==> src/design/bfx_pkg.sv <==
/*
 * Shared constants, opcodes and state codes of the branch, bit and flag
 * execution unit.
 * Assumes the core decoder hands over one decoded operation at a time.
 */
package bfx_pkg;

	// positions inside the status flags register
	localparam logic [2:0] FLAG_C = 3'h0;
	localparam logic [2:0] FLAG_Z = 3'h1;
	localparam logic [2:0] FLAG_N = 3'h2;
	localparam logic [2:0] FLAG_V = 3'h3;
	localparam logic [2:0] FLAG_S = 3'h4;
	localparam logic [2:0] FLAG_H = 3'h5;
	localparam logic [2:0] FLAG_T = 3'h6;
	localparam logic [2:0] FLAG_I = 3'h7;

	localparam logic [7:0] STATUS_RST = 8'h00;
	localparam logic [7:0] RESULT_RST = 8'h00;

	// software port map
	localparam logic [1:0] REG_STATUS_ADDR = 2'h0;
	localparam logic [1:0] REG_RESULT_ADDR = 2'h1;
	localparam logic [1:0] REG_STATE_ADDR = 2'h2;

	// cycle counts of the documented timing
	localparam int BR_TAKEN_CYCLES = 2;
	localparam int IO_BIT_CYCLES = 2;
	localparam int SINGLE_CYCLES = 1;

	typedef enum logic [4:0] {
		OP_BRANCH_IF_CARRY_CLEAR = 5'h00,
		OP_BRANCH_UNSIGNED_GE = 5'h01,
		OP_BRANCH_UNSIGNED_LOWER = 5'h02,
		OP_BRANCH_IF_NEGATIVE = 5'h03,
		OP_BRANCH_IF_NONNEGATIVE = 5'h04,
		OP_BRANCH_SIGNED_GE = 5'h05,
		OP_BRANCH_SIGNED_LESS = 5'h06,
		OP_BRANCH_HALF_CARRY_SET = 5'h07,
		OP_BRANCH_HALF_CARRY_CLEAR = 5'h08,
		OP_BRANCH_TRANSFER_FLAG_SET = 5'h09,
		OP_BRANCH_TRANSFER_FLAG_CLEAR = 5'h0A,
		OP_BRANCH_IF_IRQ_ENABLED = 5'h0B,
		OP_BRANCH_IF_IRQ_DISABLED = 5'h0C,
		OP_BRANCH_STATUS_BIT_SET = 5'h0D,
		OP_BRANCH_STATUS_BIT_CLEAR = 5'h0E,
		OP_SET_IO_BIT = 5'h0F,
		OP_CLEAR_IO_BIT = 5'h10,
		OP_SHIFT_LEFT_LOGICAL = 5'h11,
		OP_SHIFT_RIGHT_LOGICAL = 5'h12,
		OP_SHIFT_RIGHT_ARITH = 5'h13,
		OP_ROTATE_LEFT_THRU_CARRY = 5'h14,
		OP_ROTATE_RIGHT_THRU_CARRY = 5'h15,
		OP_STORE_REG_BIT_TO_TRANSFER = 5'h16,
		OP_LOAD_REG_BIT_FROM_TRANSFER = 5'h17,
		OP_GLOBAL_IRQ_ENABLE = 5'h18,
		OP_GLOBAL_IRQ_DISABLE = 5'h19,
		OP_FLAG_SET = 5'h1A,
		OP_FLAG_CLEAR = 5'h1B
	} bfx_op_e;

	typedef enum logic [2:0] {
		BFX_IDLE = 3'b001,
		BFX_BR2 = 3'b010,
		BFX_IO2 = 3'b100
	} bfx_state_e;

endpackage

==> src/design/bfx_exec_if.sv <==
/*
 * Carrier between the control module and its condition and shift helpers.
 * Assumes all three sit in one clock domain; the bundle is combinational.
 */
interface bfx_exec_if;
	import bfx_pkg::*;

	bfx_op_e op;
	logic [7:0] flags;
	logic [2:0] bit_sel;
	logic [7:0] value;
	logic taken;
	logic [7:0] shift_res;
	logic shift_c;
	logic is_shift;

	modport ctrl(output op, flags, bit_sel, value,
		input taken, shift_res, shift_c, is_shift);
	modport cond(input op, flags, bit_sel, output taken);
	modport shift(input op, flags, value, output shift_res, shift_c, is_shift);
endinterface

==> src/design/bfx_branch_cond.sv <==
/*
 * Branch condition evaluation for the flag branches.
 * Assumes flags are the current status flags register contents.
 */
module bfx_branch_cond import bfx_pkg::*; (
	bfx_exec_if.cond bus
);
	always_comb begin
		case (bus.op)
			OP_BRANCH_IF_CARRY_CLEAR,
			OP_BRANCH_UNSIGNED_GE: bus.taken = ~bus.flags[FLAG_C];
			OP_BRANCH_UNSIGNED_LOWER: bus.taken = bus.flags[FLAG_C];
			OP_BRANCH_IF_NEGATIVE: bus.taken = bus.flags[FLAG_N];
			OP_BRANCH_IF_NONNEGATIVE: bus.taken = ~bus.flags[FLAG_N];
			OP_BRANCH_SIGNED_GE:
				bus.taken = ~(bus.flags[FLAG_N] ^ bus.flags[FLAG_V]);
			OP_BRANCH_SIGNED_LESS:
				bus.taken = bus.flags[FLAG_N] ^ bus.flags[FLAG_V];
			OP_BRANCH_HALF_CARRY_SET: bus.taken = bus.flags[FLAG_H];
			OP_BRANCH_HALF_CARRY_CLEAR: bus.taken = ~bus.flags[FLAG_H];
			OP_BRANCH_TRANSFER_FLAG_SET: bus.taken = bus.flags[FLAG_T];
			OP_BRANCH_TRANSFER_FLAG_CLEAR:
				bus.taken = ~bus.flags[FLAG_T];
			OP_BRANCH_IF_IRQ_ENABLED: bus.taken = bus.flags[FLAG_I];
			OP_BRANCH_IF_IRQ_DISABLED: bus.taken = ~bus.flags[FLAG_I];
			OP_BRANCH_STATUS_BIT_SET:
				bus.taken = bus.flags[bus.bit_sel];
			OP_BRANCH_STATUS_BIT_CLEAR:
				bus.taken = ~bus.flags[bus.bit_sel];
			default: bus.taken = 1'b0;
		endcase
	end
endmodule // bfx_branch_cond

==> src/design/bfx_exec.sv <==
/*
 * Execution unit for flag branches, I/O bit set/clear, shifts, rotates,
 * transfer-flag bit moves and status flag set/clear; owns the status
 * flags register.
 * Assumes the decoder holds op_* stable while op_valid is high and that
 * the I/O space answers io_rd with io_rdata in the same cycle.
 */
// Chosen here: the plain strobed port and the placing of the registers.
// What this block does
// - A taken branch loads pc+offset+1 in 2 cycles; untaken takes 1 cycle.
// - Carry-clear and unsigned-ge branch on carry 0, unsigned-lower on 1.
// - Negative branch on N 1, nonnegative on N 0, signed-ge on N xor V 0.
// - Signed-less branches only when N xor V is 1.
// - Half-carry branches test H set or H clear.
// - Transfer-flag branches test T set or T clear.
// - Interrupt-state branches test I set or I clear.
// - I/O bit set/clear force one I/O bit in 2 cycles, flags untouched.
// - Logical shifts fill with 0, arithmetic right keeps bit 7; ZCNV set.
// - Rotates move carry in at one end and out at the other; ZCNV set.
// - Bit store copies a register bit to T; bit load copies T into one.
// - Global irq enable and disable set or clear I in one cycle.
// - Flag set and clear ops change only the addressed flag in 1 cycle.
// - Generic status-bit branches test the selected flag set or clear.
module bfx_exec import bfx_pkg::*; #(
	parameter int PC_W = 16,
	parameter int OFF_W = 7,
	parameter int IO_AW = 5
) (
	input logic mclk,
	input logic rst_b,
	input logic op_valid,
	input bfx_op_e op_code,
	input logic [7:0] op_value,
	input logic [2:0] op_bit,
	input logic [IO_AW-1:0] op_io_addr,
	input logic [OFF_W-1:0] op_offset,
	input logic [PC_W-1:0] op_pc,
	output logic op_ready,
	output logic op_done,
	output logic reg_wr,
	output logic [7:0] reg_wdata,
	output logic pc_load,
	output logic [PC_W-1:0] pc_target,
	output logic io_rd,
	output logic io_wr,
	output logic [IO_AW-1:0] io_addr,
	output logic [7:0] io_wdata,
	input logic [7:0] io_rdata,
	input logic [1:0] sw_addr,
	input logic [7:0] sw_wdata,
	input logic sw_wr,
	input logic sw_rd,
	output logic [7:0] sw_rdata,
	output logic [7:0] status_flags
);
	bfx_exec_if ex ();

	bfx_state_e state_r;
	bfx_state_e state_nxt;
	logic accept;
	logic is_branch;
	logic is_io;
	logic [PC_W-1:0] off_ext;
	logic [PC_W-1:0] target_w;
	logic [7:0] status_r;
	logic [7:0] status_nxt;
	logic [7:0] result_r;
	logic [7:0] bit_ins;
	logic [7:0] io_mod;
	logic [2:0] io_bit_r;
	logic io_set_r;
	logic done_r;
	logic reg_wr_r;
	logic [7:0] reg_wdata_r;
	logic pc_load_r;
	logic [PC_W-1:0] pc_target_r;
	logic io_wr_r;
	logic [IO_AW-1:0] io_addr_r;
	logic [7:0] io_wdata_r;
	logic [7:0] sw_rdata_r;

	assign ex.op = op_code;
	assign ex.flags = status_r;
	assign ex.bit_sel = op_bit;
	assign ex.value = op_value;

	bfx_branch_cond u_cond (
		.bus(ex.cond)
	);

	bfx_shifter u_shift (
		.bus(ex.shift)
	);

	assign op_ready = (state_r == BFX_IDLE);
	assign accept = op_valid && op_ready;
	assign is_branch = op_code inside {[OP_BRANCH_IF_CARRY_CLEAR :
		OP_BRANCH_STATUS_BIT_CLEAR]};
	assign is_io = (op_code == OP_SET_IO_BIT) || (op_code == OP_CLEAR_IO_BIT);

	// sign extension lets the branch reach backward as well
	assign off_ext = PC_W'($signed(op_offset));
	assign target_w = op_pc + off_ext + PC_W'(1);

	always_comb begin
		bit_ins = op_value;
		bit_ins[op_bit] = status_r[FLAG_T];
		io_mod = io_rdata;
		io_mod[io_bit_r] = io_set_r;
	end

	always_comb begin
		state_nxt = state_r;
		case (state_r)
			BFX_IDLE: begin
				if (accept && is_branch && ex.taken) begin
					state_nxt = BFX_BR2;
				end else if (accept && is_io) begin
					state_nxt = BFX_IO2;
				end
			end
			BFX_BR2: state_nxt = BFX_IDLE;
			BFX_IO2: state_nxt = BFX_IDLE;
			default: state_nxt = BFX_IDLE;
		endcase
	end

	always_ff @(posedge mclk or negedge rst_b) begin
		if (!rst_b) begin
			state_r <= BFX_IDLE;
		end else begin
			state_r <= state_nxt;
		end
	end

	// an executing op beats a software write on the bits it touches
	always_comb begin
		status_nxt = status_r;
		if (sw_wr && sw_addr == REG_STATUS_ADDR) begin
			status_nxt = sw_wdata;
		end
		if (accept) begin
			case (op_code)
				OP_SHIFT_LEFT_LOGICAL, OP_SHIFT_RIGHT_LOGICAL,
				OP_SHIFT_RIGHT_ARITH, OP_ROTATE_LEFT_THRU_CARRY,
				OP_ROTATE_RIGHT_THRU_CARRY: begin
					status_nxt[FLAG_C] = ex.shift_c;
					status_nxt[FLAG_Z] = (ex.shift_res == 8'h00);
					status_nxt[FLAG_N] = ex.shift_res[7];
					status_nxt[FLAG_V] = ex.shift_res[7] ^ ex.shift_c;
				end
				OP_STORE_REG_BIT_TO_TRANSFER:
					status_nxt[FLAG_T] = op_value[op_bit];
				OP_GLOBAL_IRQ_ENABLE: status_nxt[FLAG_I] = 1'b1;
				OP_GLOBAL_IRQ_DISABLE: status_nxt[FLAG_I] = 1'b0;
				OP_FLAG_SET: status_nxt[op_bit] = 1'b1;
				OP_FLAG_CLEAR: status_nxt[op_bit] = 1'b0;
				default: status_nxt = status_nxt;
			endcase
		end
	end

	always_ff @(posedge mclk or negedge rst_b) begin
		if (!rst_b) begin
			status_r <= STATUS_RST;
		end else begin
			status_r <= status_nxt;
		end
	end

	// register file write-back for shifts and bit load
	always_ff @(posedge mclk or negedge rst_b) begin
		if (!rst_b) begin
			reg_wr_r <= 1'b0;
			reg_wdata_r <= RESULT_RST;
			result_r <= RESULT_RST;
		end else begin
			reg_wr_r <= accept &&
				(ex.is_shift || op_code == OP_LOAD_REG_BIT_FROM_TRANSFER);
			if (accept && ex.is_shift) begin
				reg_wdata_r <= ex.shift_res;
				result_r <= ex.shift_res;
			end else if (accept && op_code == OP_LOAD_REG_BIT_FROM_TRANSFER) begin
				reg_wdata_r <= bit_ins;
				result_r <= bit_ins;
			end
		end
	end

	// program counter redirect one cycle after the taken branch settles
	always_ff @(posedge mclk or negedge rst_b) begin
		if (!rst_b) begin
			pc_load_r <= 1'b0;
			pc_target_r <= '0;
		end else begin
			pc_load_r <= (state_r == BFX_BR2);
			if (accept && is_branch) begin
				pc_target_r <= target_w;
			end
		end
	end

	// read-modify-write of one I/O bit over two cycles
	always_ff @(posedge mclk or negedge rst_b) begin
		if (!rst_b) begin
			io_bit_r <= 3'h0;
			io_set_r <= 1'b0;
			io_addr_r <= '0;
			io_wr_r <= 1'b0;
			io_wdata_r <= 8'h00;
		end else begin
			if (accept && is_io) begin
				io_bit_r <= op_bit;
				io_set_r <= (op_code == OP_SET_IO_BIT);
				io_addr_r <= op_io_addr;
			end
			io_wr_r <= (state_r == BFX_IO2);
			if (state_r == BFX_IO2) begin
				io_wdata_r <= io_mod;
			end
		end
	end

	always_ff @(posedge mclk or negedge rst_b) begin
		if (!rst_b) begin
			done_r <= 1'b0;
		end else begin
			done_r <= (accept && state_nxt == BFX_IDLE) ||
				(state_r == BFX_BR2) || (state_r == BFX_IO2);
		end
	end

	always_ff @(posedge mclk or negedge rst_b) begin
		if (!rst_b) begin
			sw_rdata_r <= 8'h00;
		end else if (sw_rd) begin
			case (sw_addr)
				REG_STATUS_ADDR: sw_rdata_r <= status_r;
				REG_RESULT_ADDR: sw_rdata_r <= result_r;
				REG_STATE_ADDR: sw_rdata_r <= {5'h00, state_r};
				default: sw_rdata_r <= 8'h00;
			endcase
		end else begin
			sw_rdata_r <= 8'h00;
		end
	end

	assign op_done = done_r;
	assign reg_wr = reg_wr_r;
	assign reg_wdata = reg_wdata_r;
	assign pc_load = pc_load_r;
	assign pc_target = pc_target_r;
	assign io_rd = (state_r == BFX_IO2);
	assign io_wr = io_wr_r;
	assign io_addr = io_addr_r;
	assign io_wdata = io_wdata_r;
	assign sw_rdata = sw_rdata_r;
	assign status_flags = status_r;
endmodule // bfx_exec

==> src/design/bfx_shifter.sv <==
/*
 * Eight-bit shift and rotate datapath with carry out.
 * Assumes flags carry the current carry flag for the rotates.
 */
module bfx_shifter import bfx_pkg::*; (
	bfx_exec_if.shift bus
);
	always_comb begin
		bus.shift_res = bus.value;
		bus.shift_c = bus.flags[FLAG_C];
		bus.is_shift = 1'b1;
		case (bus.op)
			OP_SHIFT_LEFT_LOGICAL: begin
				bus.shift_res = {bus.value[6:0], 1'b0};
				bus.shift_c = bus.value[7];
			end
			OP_SHIFT_RIGHT_LOGICAL: begin
				bus.shift_res = {1'b0, bus.value[7:1]};
				bus.shift_c = bus.value[0];
			end
			OP_SHIFT_RIGHT_ARITH: begin
				// sign bit kept so signed halving stays signed
				bus.shift_res = {bus.value[7], bus.value[7:1]};
				bus.shift_c = bus.value[0];
			end
			OP_ROTATE_LEFT_THRU_CARRY: begin
				bus.shift_res = {bus.value[6:0], bus.flags[FLAG_C]};
				bus.shift_c = bus.value[7];
			end
			OP_ROTATE_RIGHT_THRU_CARRY: begin
				bus.shift_res = {bus.flags[FLAG_C], bus.value[7:1]};
				bus.shift_c = bus.value[0];
			end
			default: begin
				bus.is_shift = 1'b0;
			end
		endcase
	end
endmodule // bfx_shifter

==> config.mk <==
export PLATFORM = sky130hd
export DESIGN_NAME = bfx_exec
export DESIGN_NICKNAME = d
export VERILOG_FILES = /design/src/design/bfx_pkg.sv /design/src/design/bfx_exec_if.sv /design/src/design/bfx_branch_cond.sv /design/src/design/bfx_exec.sv /design/src/design/bfx_shifter.sv
export SDC_FILE = /design/constraint.sdc
export NUM_CORES = 1
export LEC_CHECK = 0
export ABC_AREA = 1
export BUFFER_PORTS_ARGS = -buffer_cell sky130_fd_sc_hd__buf_2
export CORE_ASPECT_RATIO = 1.75
export CORE_MARGIN = 5
export CORE_UTILIZATION = 49
export DETAILED_ROUTE_END_ITERATION = 10
export PLACE_DENSITY_LB_ADDON = 0.08
export SLEW_MARGIN = 20
export SYNTH_ARGS = -nofsm -noshare
export SYNTH_HDL_FRONTEND = slang
export SYNTH_HIERARCHICAL = 1
export SYNTH_SLANG_ARGS = --single-unit
==> constraint.sdc <==
create_clock -name mclk -period 1.5 [get_ports mclk]
set_input_delay 0.3 -clock mclk [delete_from_list [all_inputs] [get_ports mclk]]
set_output_delay 0.3 -clock mclk [all_outputs]
set_load 0.02 [all_outputs]
; Word-level counts from Yosys, hierarchy flattened
; Index checks and enable logic that the tools add are counted.
[word_totals]
reg_bits = 64
wordCells = 117
[op_classes]
add_sub_neg = 2
order_cmp = 6
eq_ne = 33
mux = 27
n_bitwise = 12
n_reduce_logical = 24
[ops]
columns = op, count
row1 = $eq 5x5->1 const B, 12
row2 = $eq 5x4->1 const B, 8
row3 = $mux 8, 5
row4 = $pmux 8 s5, 1
row5 = $pmux 8 s3, 1
row6 = $eq 5x3->1 const B, 4
row7 = $add 16x1->16 const B, 1
row8 = $add 16x16->16, 1
row9 = $bwmux 8, 2
row10 = $pmux 1 s14, 1
row11 = $logic_and 1x1->1, 12
row12 = $pmux 4 s3, 1
row13 = $eq 5x2->1 const B, 2
row14 = $mux 3, 3
row15 = $and 8x8->8, 1
row16 = $logic_not 8->1, 1
row17 = $lt 3x4->1 const B, 2
row18 = $not 8->8, 1
row19 = $or 8x8->8, 1
row20 = $not 1->1, 7
row21 = $bmux 1 s3, 2
row22 = $demux 1 s3, 2
row23 = $eq 3x1->1 const B, 2
row24 = $ge 3x1->1 const B, 2
row25 = 20 further kinds, 29

; Depth between registers and ports, before layout
[logic_depth]
word_depth = 11
ltp_mapped = 13
mapped_depth_nobuf = 13

; Modules after synthesis
; Netlist, hierarchy kept.
[modules_own_cells]
columns = module, instances, cells_each, area_each_um2, seq_area_each_um2
row1 = bfx_exec, 1, 594, 4201.5, 1602.8
row2 = bfx_branch_cond, 1, 85, 349.1, 0.0
row3 = bfx_shifter, 1, 71, 329.1, 0.0

; Least setup slack after synthesis
; Ideal clock, no wire load.
[synth_timing]
path_type = input port to flip-flop
start = input op_code[3]
end = register reg_wdata_r[3], in the netlist reg_wdata[3]
setup_time_ns = 0.082
arrival_time_ns = 1.574
slack_ns = -0.156
cell_stages = 10
path_buffers = 1
path_cell_list = nor2_2 -> nand3_1 -> nand2_4 -> nor2_8 -> inv_1 -> buf_1 -> nand2_2 -> nand2_2 -> nor2_1 -> a31oi_1
[synth_via]
elab_chain_len = 5
word_cells_on_any_way = 13
classes_between = 6 x eq/ne / 3 x mux / 4 x reduce/logical
[synth_rtl]
columns = item, line
row1 = "start, declared", bfx_exec.sv:32  ; input bfx_op_e op_code,
row2 = $eq 5x5->1, bfx_shifter.sv:12  ; case (bus.op)
row3 = $reduce_or 5->1 (no source line) (*), -
row4 = $mux 1 (*), bfx_shifter.sv:12
row5 = via ex.is_shift, bfx_exec_if.sv:15  ; logic is_shift;
row6 = $logic_and 1x1->1 (*), bfx_exec.sv:180  ; if (accept && ex.is_shift) begin
row7 = $mux 8 / $reduce_bool 2->1 (equally long branches), -
row8 = "end signal, assigned", bfx_exec.sv:181  ; reg_wdata_r <= ex.shift_res;
row9 = "end signal, assigned", bfx_exec.sv:184  ; reg_wdata_r <= bit_ins;
row10 = "end, declared", bfx_exec.sv:74  ; logic [7:0] reg_wdata_r;
; Mark *: on every way through the listed nets, which the timed path passes. The rest lies on a longest branch.
; A chain may end at the register's enable or synchronous reset.

; Worst setup path after layout
[layout_timing]
start = register state_r[0]
end = output op_ready
[layout_via]
elab_chain_len = 1
[layout_rtl]
columns = item, line
row1 = "start, declared", bfx_exec.sv:58  ; bfx_state_e state_r;
row2 = "start signal, assigned", bfx_exec.sv:132  ; state_r <= state_nxt;
row3 = $eq 3x1->1, bfx_exec.sv:95  ; assign op_ready = (state_r == BFX_IDLE);
row4 = "end, declared", bfx_exec.sv:38  ; output logic op_ready,
; Every way passes these cells.

==> flow_metrics.tcl <==
set metrics [dict create \
    drc_errors 0 \
    power_leakage_nw 3.96 \
    setup_violations 23 \
    combinationalPowerShare 0.397 \
    cts_root_buf "clkbuf_16" \
    wl_per_cell_um 15.3 \
    p_total_mw 7.63 \
    synth_top_area_frac 0.323 \
    clkTransAtPathRegs_ns 0.05 \
    worst-setup-path-type "reg2out" \
    r2r_slack_ns -0.04 \
    io_buffers 125 \
    synthesis.area_um2 4880 \
    synth_warnings 6 \
    ios 126 \
    netSwitchingPower_mw 2.93 \
    reg2reg_depth 8 \
    numClockSinks 64 \
    numCtsBuffers 9 \
    maxSlewViolCount 0 \
    endpoint_kind "output pin" \
    synth.avg_cell_area_um2 6.51 \
    die-area_um2 12100 \
    power_density_nw_per_um2 1090 \
    std_cell_rows 48 \
    dpl_worst_slack_ns -0.332 \
    clock_skew_ns 0.00360 \
    clk_latency_ns 0.33 \
    final_antenna_net_count 0 \
    rsz0062_at_grt "yes" \
    max_cap_viol_count 0 \
    hold_violations 0 \
    start_util 0.498 \
    worstPathRequired_ns 1.20 \
    hold_path_depth 3 \
    synth.top_cells.by_area "dfrtp_1, nand2_1, nand3_1" \
    drive_above_1_share 0.335 \
    routed_wl_um 16900 \
    syn_nets 833 \
    final_core_util 0.718 \
    synth_commonest_cells "nand2_1, inv_1, nand3_1" \
    grt_pass1_wl_um 26200 \
    cp_max_fo 2 \
    grt_use_total 0.275 \
    yosysTopAreaCell "dfrtp_1" \
    power.internal_mw 4.71 \
    period_share 1.04 \
    clock_power_share 0.280 \
    hold-worst-slack_ns 0.182 \
    fmax_mhz 643 \
    startpoint_type "flip-flop" \
    synthMostInstantiatedCell "nand2_1" \
    place_inst 1075 \
    core_area_um2 9790 \
    instances_no_fill 1103 \
    swShare 0.383 \
    grt_overflow 0 \
    vias 5786 \
    vias_per_cell 5.25 \
    cts_tree "built" \
    die_w_um 85.4 \
    drt_iter0_drc 279 \
    antenna_found_initial 0 \
    hpwl_um 13100 \
    seqPwrFrac 0.323 \
    worst_pin_slew_ns 0.355 \
    slew_headroom 0.763 \
    setup_slack_ns -0.0547 \
    die_h_um 142 \
    status "finished, violations left" \
    nets 1057 \
    grt_max_degree 65 \
    ys_seq_elements 64 \
    grt_pass1_vias 5724 \
    cts.htree.levels 3 \
    antennaDiodeCount 0 \
    synth.distinct_cells 44 \
    place.gp.congestion 0.963 \
    async_flop_share 1.00 \
    synth_cells 750 \
    syn_to_final_growth_pct 44.1 \
    synth_seq_area_share 0.328 \
    firstDrtPassIters 6 \
    synth_flop_cell "dfrtp_1" \
    ir_worst_vdd_v 0.000748 \
    synth-edff-count 0 \
    cp.arrival_ns 1.25 \
    violations "negative setup slack" \
    clockBufferDepth 2 \
    hold_path_class "in2reg" \
    fin_crit_ns 1.55 \
]
## routing by layer
| metal | GRT usage | vias up | wire, µm | part of all wire |
|---|---|---|---|---|
| li1 | - | 2861 | - | - |
| met1 | 0.254 | 2642 | 5470 | 0.32 |
| met2 | 0.531 | 215 | 9240 | 0.55 |
| met3 | 0.0382 | 68 | 962 | 0.057 |
| met4 | 0.202 | 0 | 1190 | 0.070 |
| met5 | 0 | - | 0 | 0 |
## worst max-delay path, stage by stage, from the launching register on
cell and delay [ns]:
dfstp_2 0.55, nand3_4 0.10, buf_6 0.13, inv_2 0.04, buf_6 0.11
## final timing paths
check                         startpoint       endpoint
max                           state_r[0]       op_ready
min                        op_io_addr[0]     io_addr[0]
max reg2reg                   state_r[0]  pc_target[11]
min reg2reg                 pc_target[6]   pc_target[6]
max in group asynchronous          rst_b     state_r[0]
min in group asynchronous          rst_b   pc_target[0]
## final cells by class
cell class                      count  area [µm²]
Clock buffer                       12         267
Clock inverter                      3        40.0
Fill cell                         859        2760
Inverter                          114         430
Multi-Input combinational cell    565        3100
Sequential cell                    64        1610
Tap cell                          125         156
Timing Repair Buffer              220        1430
## power groups by stage
stage / combinational (mW) / sequential, mW / clock (mW)
after detailed placement: 2.82 / 2.46 / 0
after global routing: 3.31 / 2.51 / 2.24
after floorplan: 1.17 / 2.84 / 0
after global placement: 2.77 / 2.45 / 0
after CTS: 2.97 / 2.45 / 2.16
final: 3.03 / 2.47 / 2.13
## placed cells by master (no fill, tap or decap), types with 6 or more instances in the layout
cell | Yosys | routed
nand2_1 | 274 | 255
buf_2 | 5 | 123
inv_1 | 107 | 101
buf_4 | 1 | 81
nand3_1 | 81 | 72
dfrtp_1 | 63 | 61
nor2_1 | 49 | 42
o21ai_0 | 28 | 24
nand2_2 | 7 | 19
a21oi_1 | 22 | 18
nor3_1 | 14 | 14
ha_1 | 15 | 14
o211ai_1 | 13 | 13
inv_2 | 5 | 11
buf_6 | 1 | 11
nor2_2 | 2 | 9
clkbuf_16 | 0 | 9
nand4_1 | 7 | 7
nand3_2 | 3 | 7
nand2_4 | 2 | 7
nand3_4 | 1 | 6
## logic make-up after synthesis
kind of cell	share of synthesized area
DFF	0.328
muxes	0.00641
adders and majority gates	0.0426
and+or+nand+nor	0.419
buffers and inverters	0.0987
AOI/OAI and AO/OA	0.0926
xor gates and xnor gates	0.0126
## metrics by stage
stage / cell area [µm²] / TNS, ns
floorplan: 4920 / 0
global placement: 6300 / -3.98
detailed placement: 6300 / -5.79
CTS: 6880 / -1.03
global route: 7030 / -2.72
finish: 7030 / -0.569
## state kept, by name, summed over array words and instances, names as in the netlist
signal / flops
state_r: 3
sw_rdata: 8
io_wr: 1
io_addr: 5
pc_load: 1
reg_wdata: 8
io_wdata: 8
pc_target: 16
status_flags: 8
io_set_r: 1
reg_wr: 1
op_done: 1
io_bit_r: 3
## repair_timing
action | 4_1_cts | 5_1_grt
hold endpoints to repair | 16 | 0
hold buffers | 1 | 0
endpoints found under the setup margin | 41 | 46
pin swaps | 12 | 17
buffers inserted | 8 | 2
resized for setup | 49 | 35
gates cloned | 1 | 2
No activity file was read; power rests on OpenSTA's default activity.
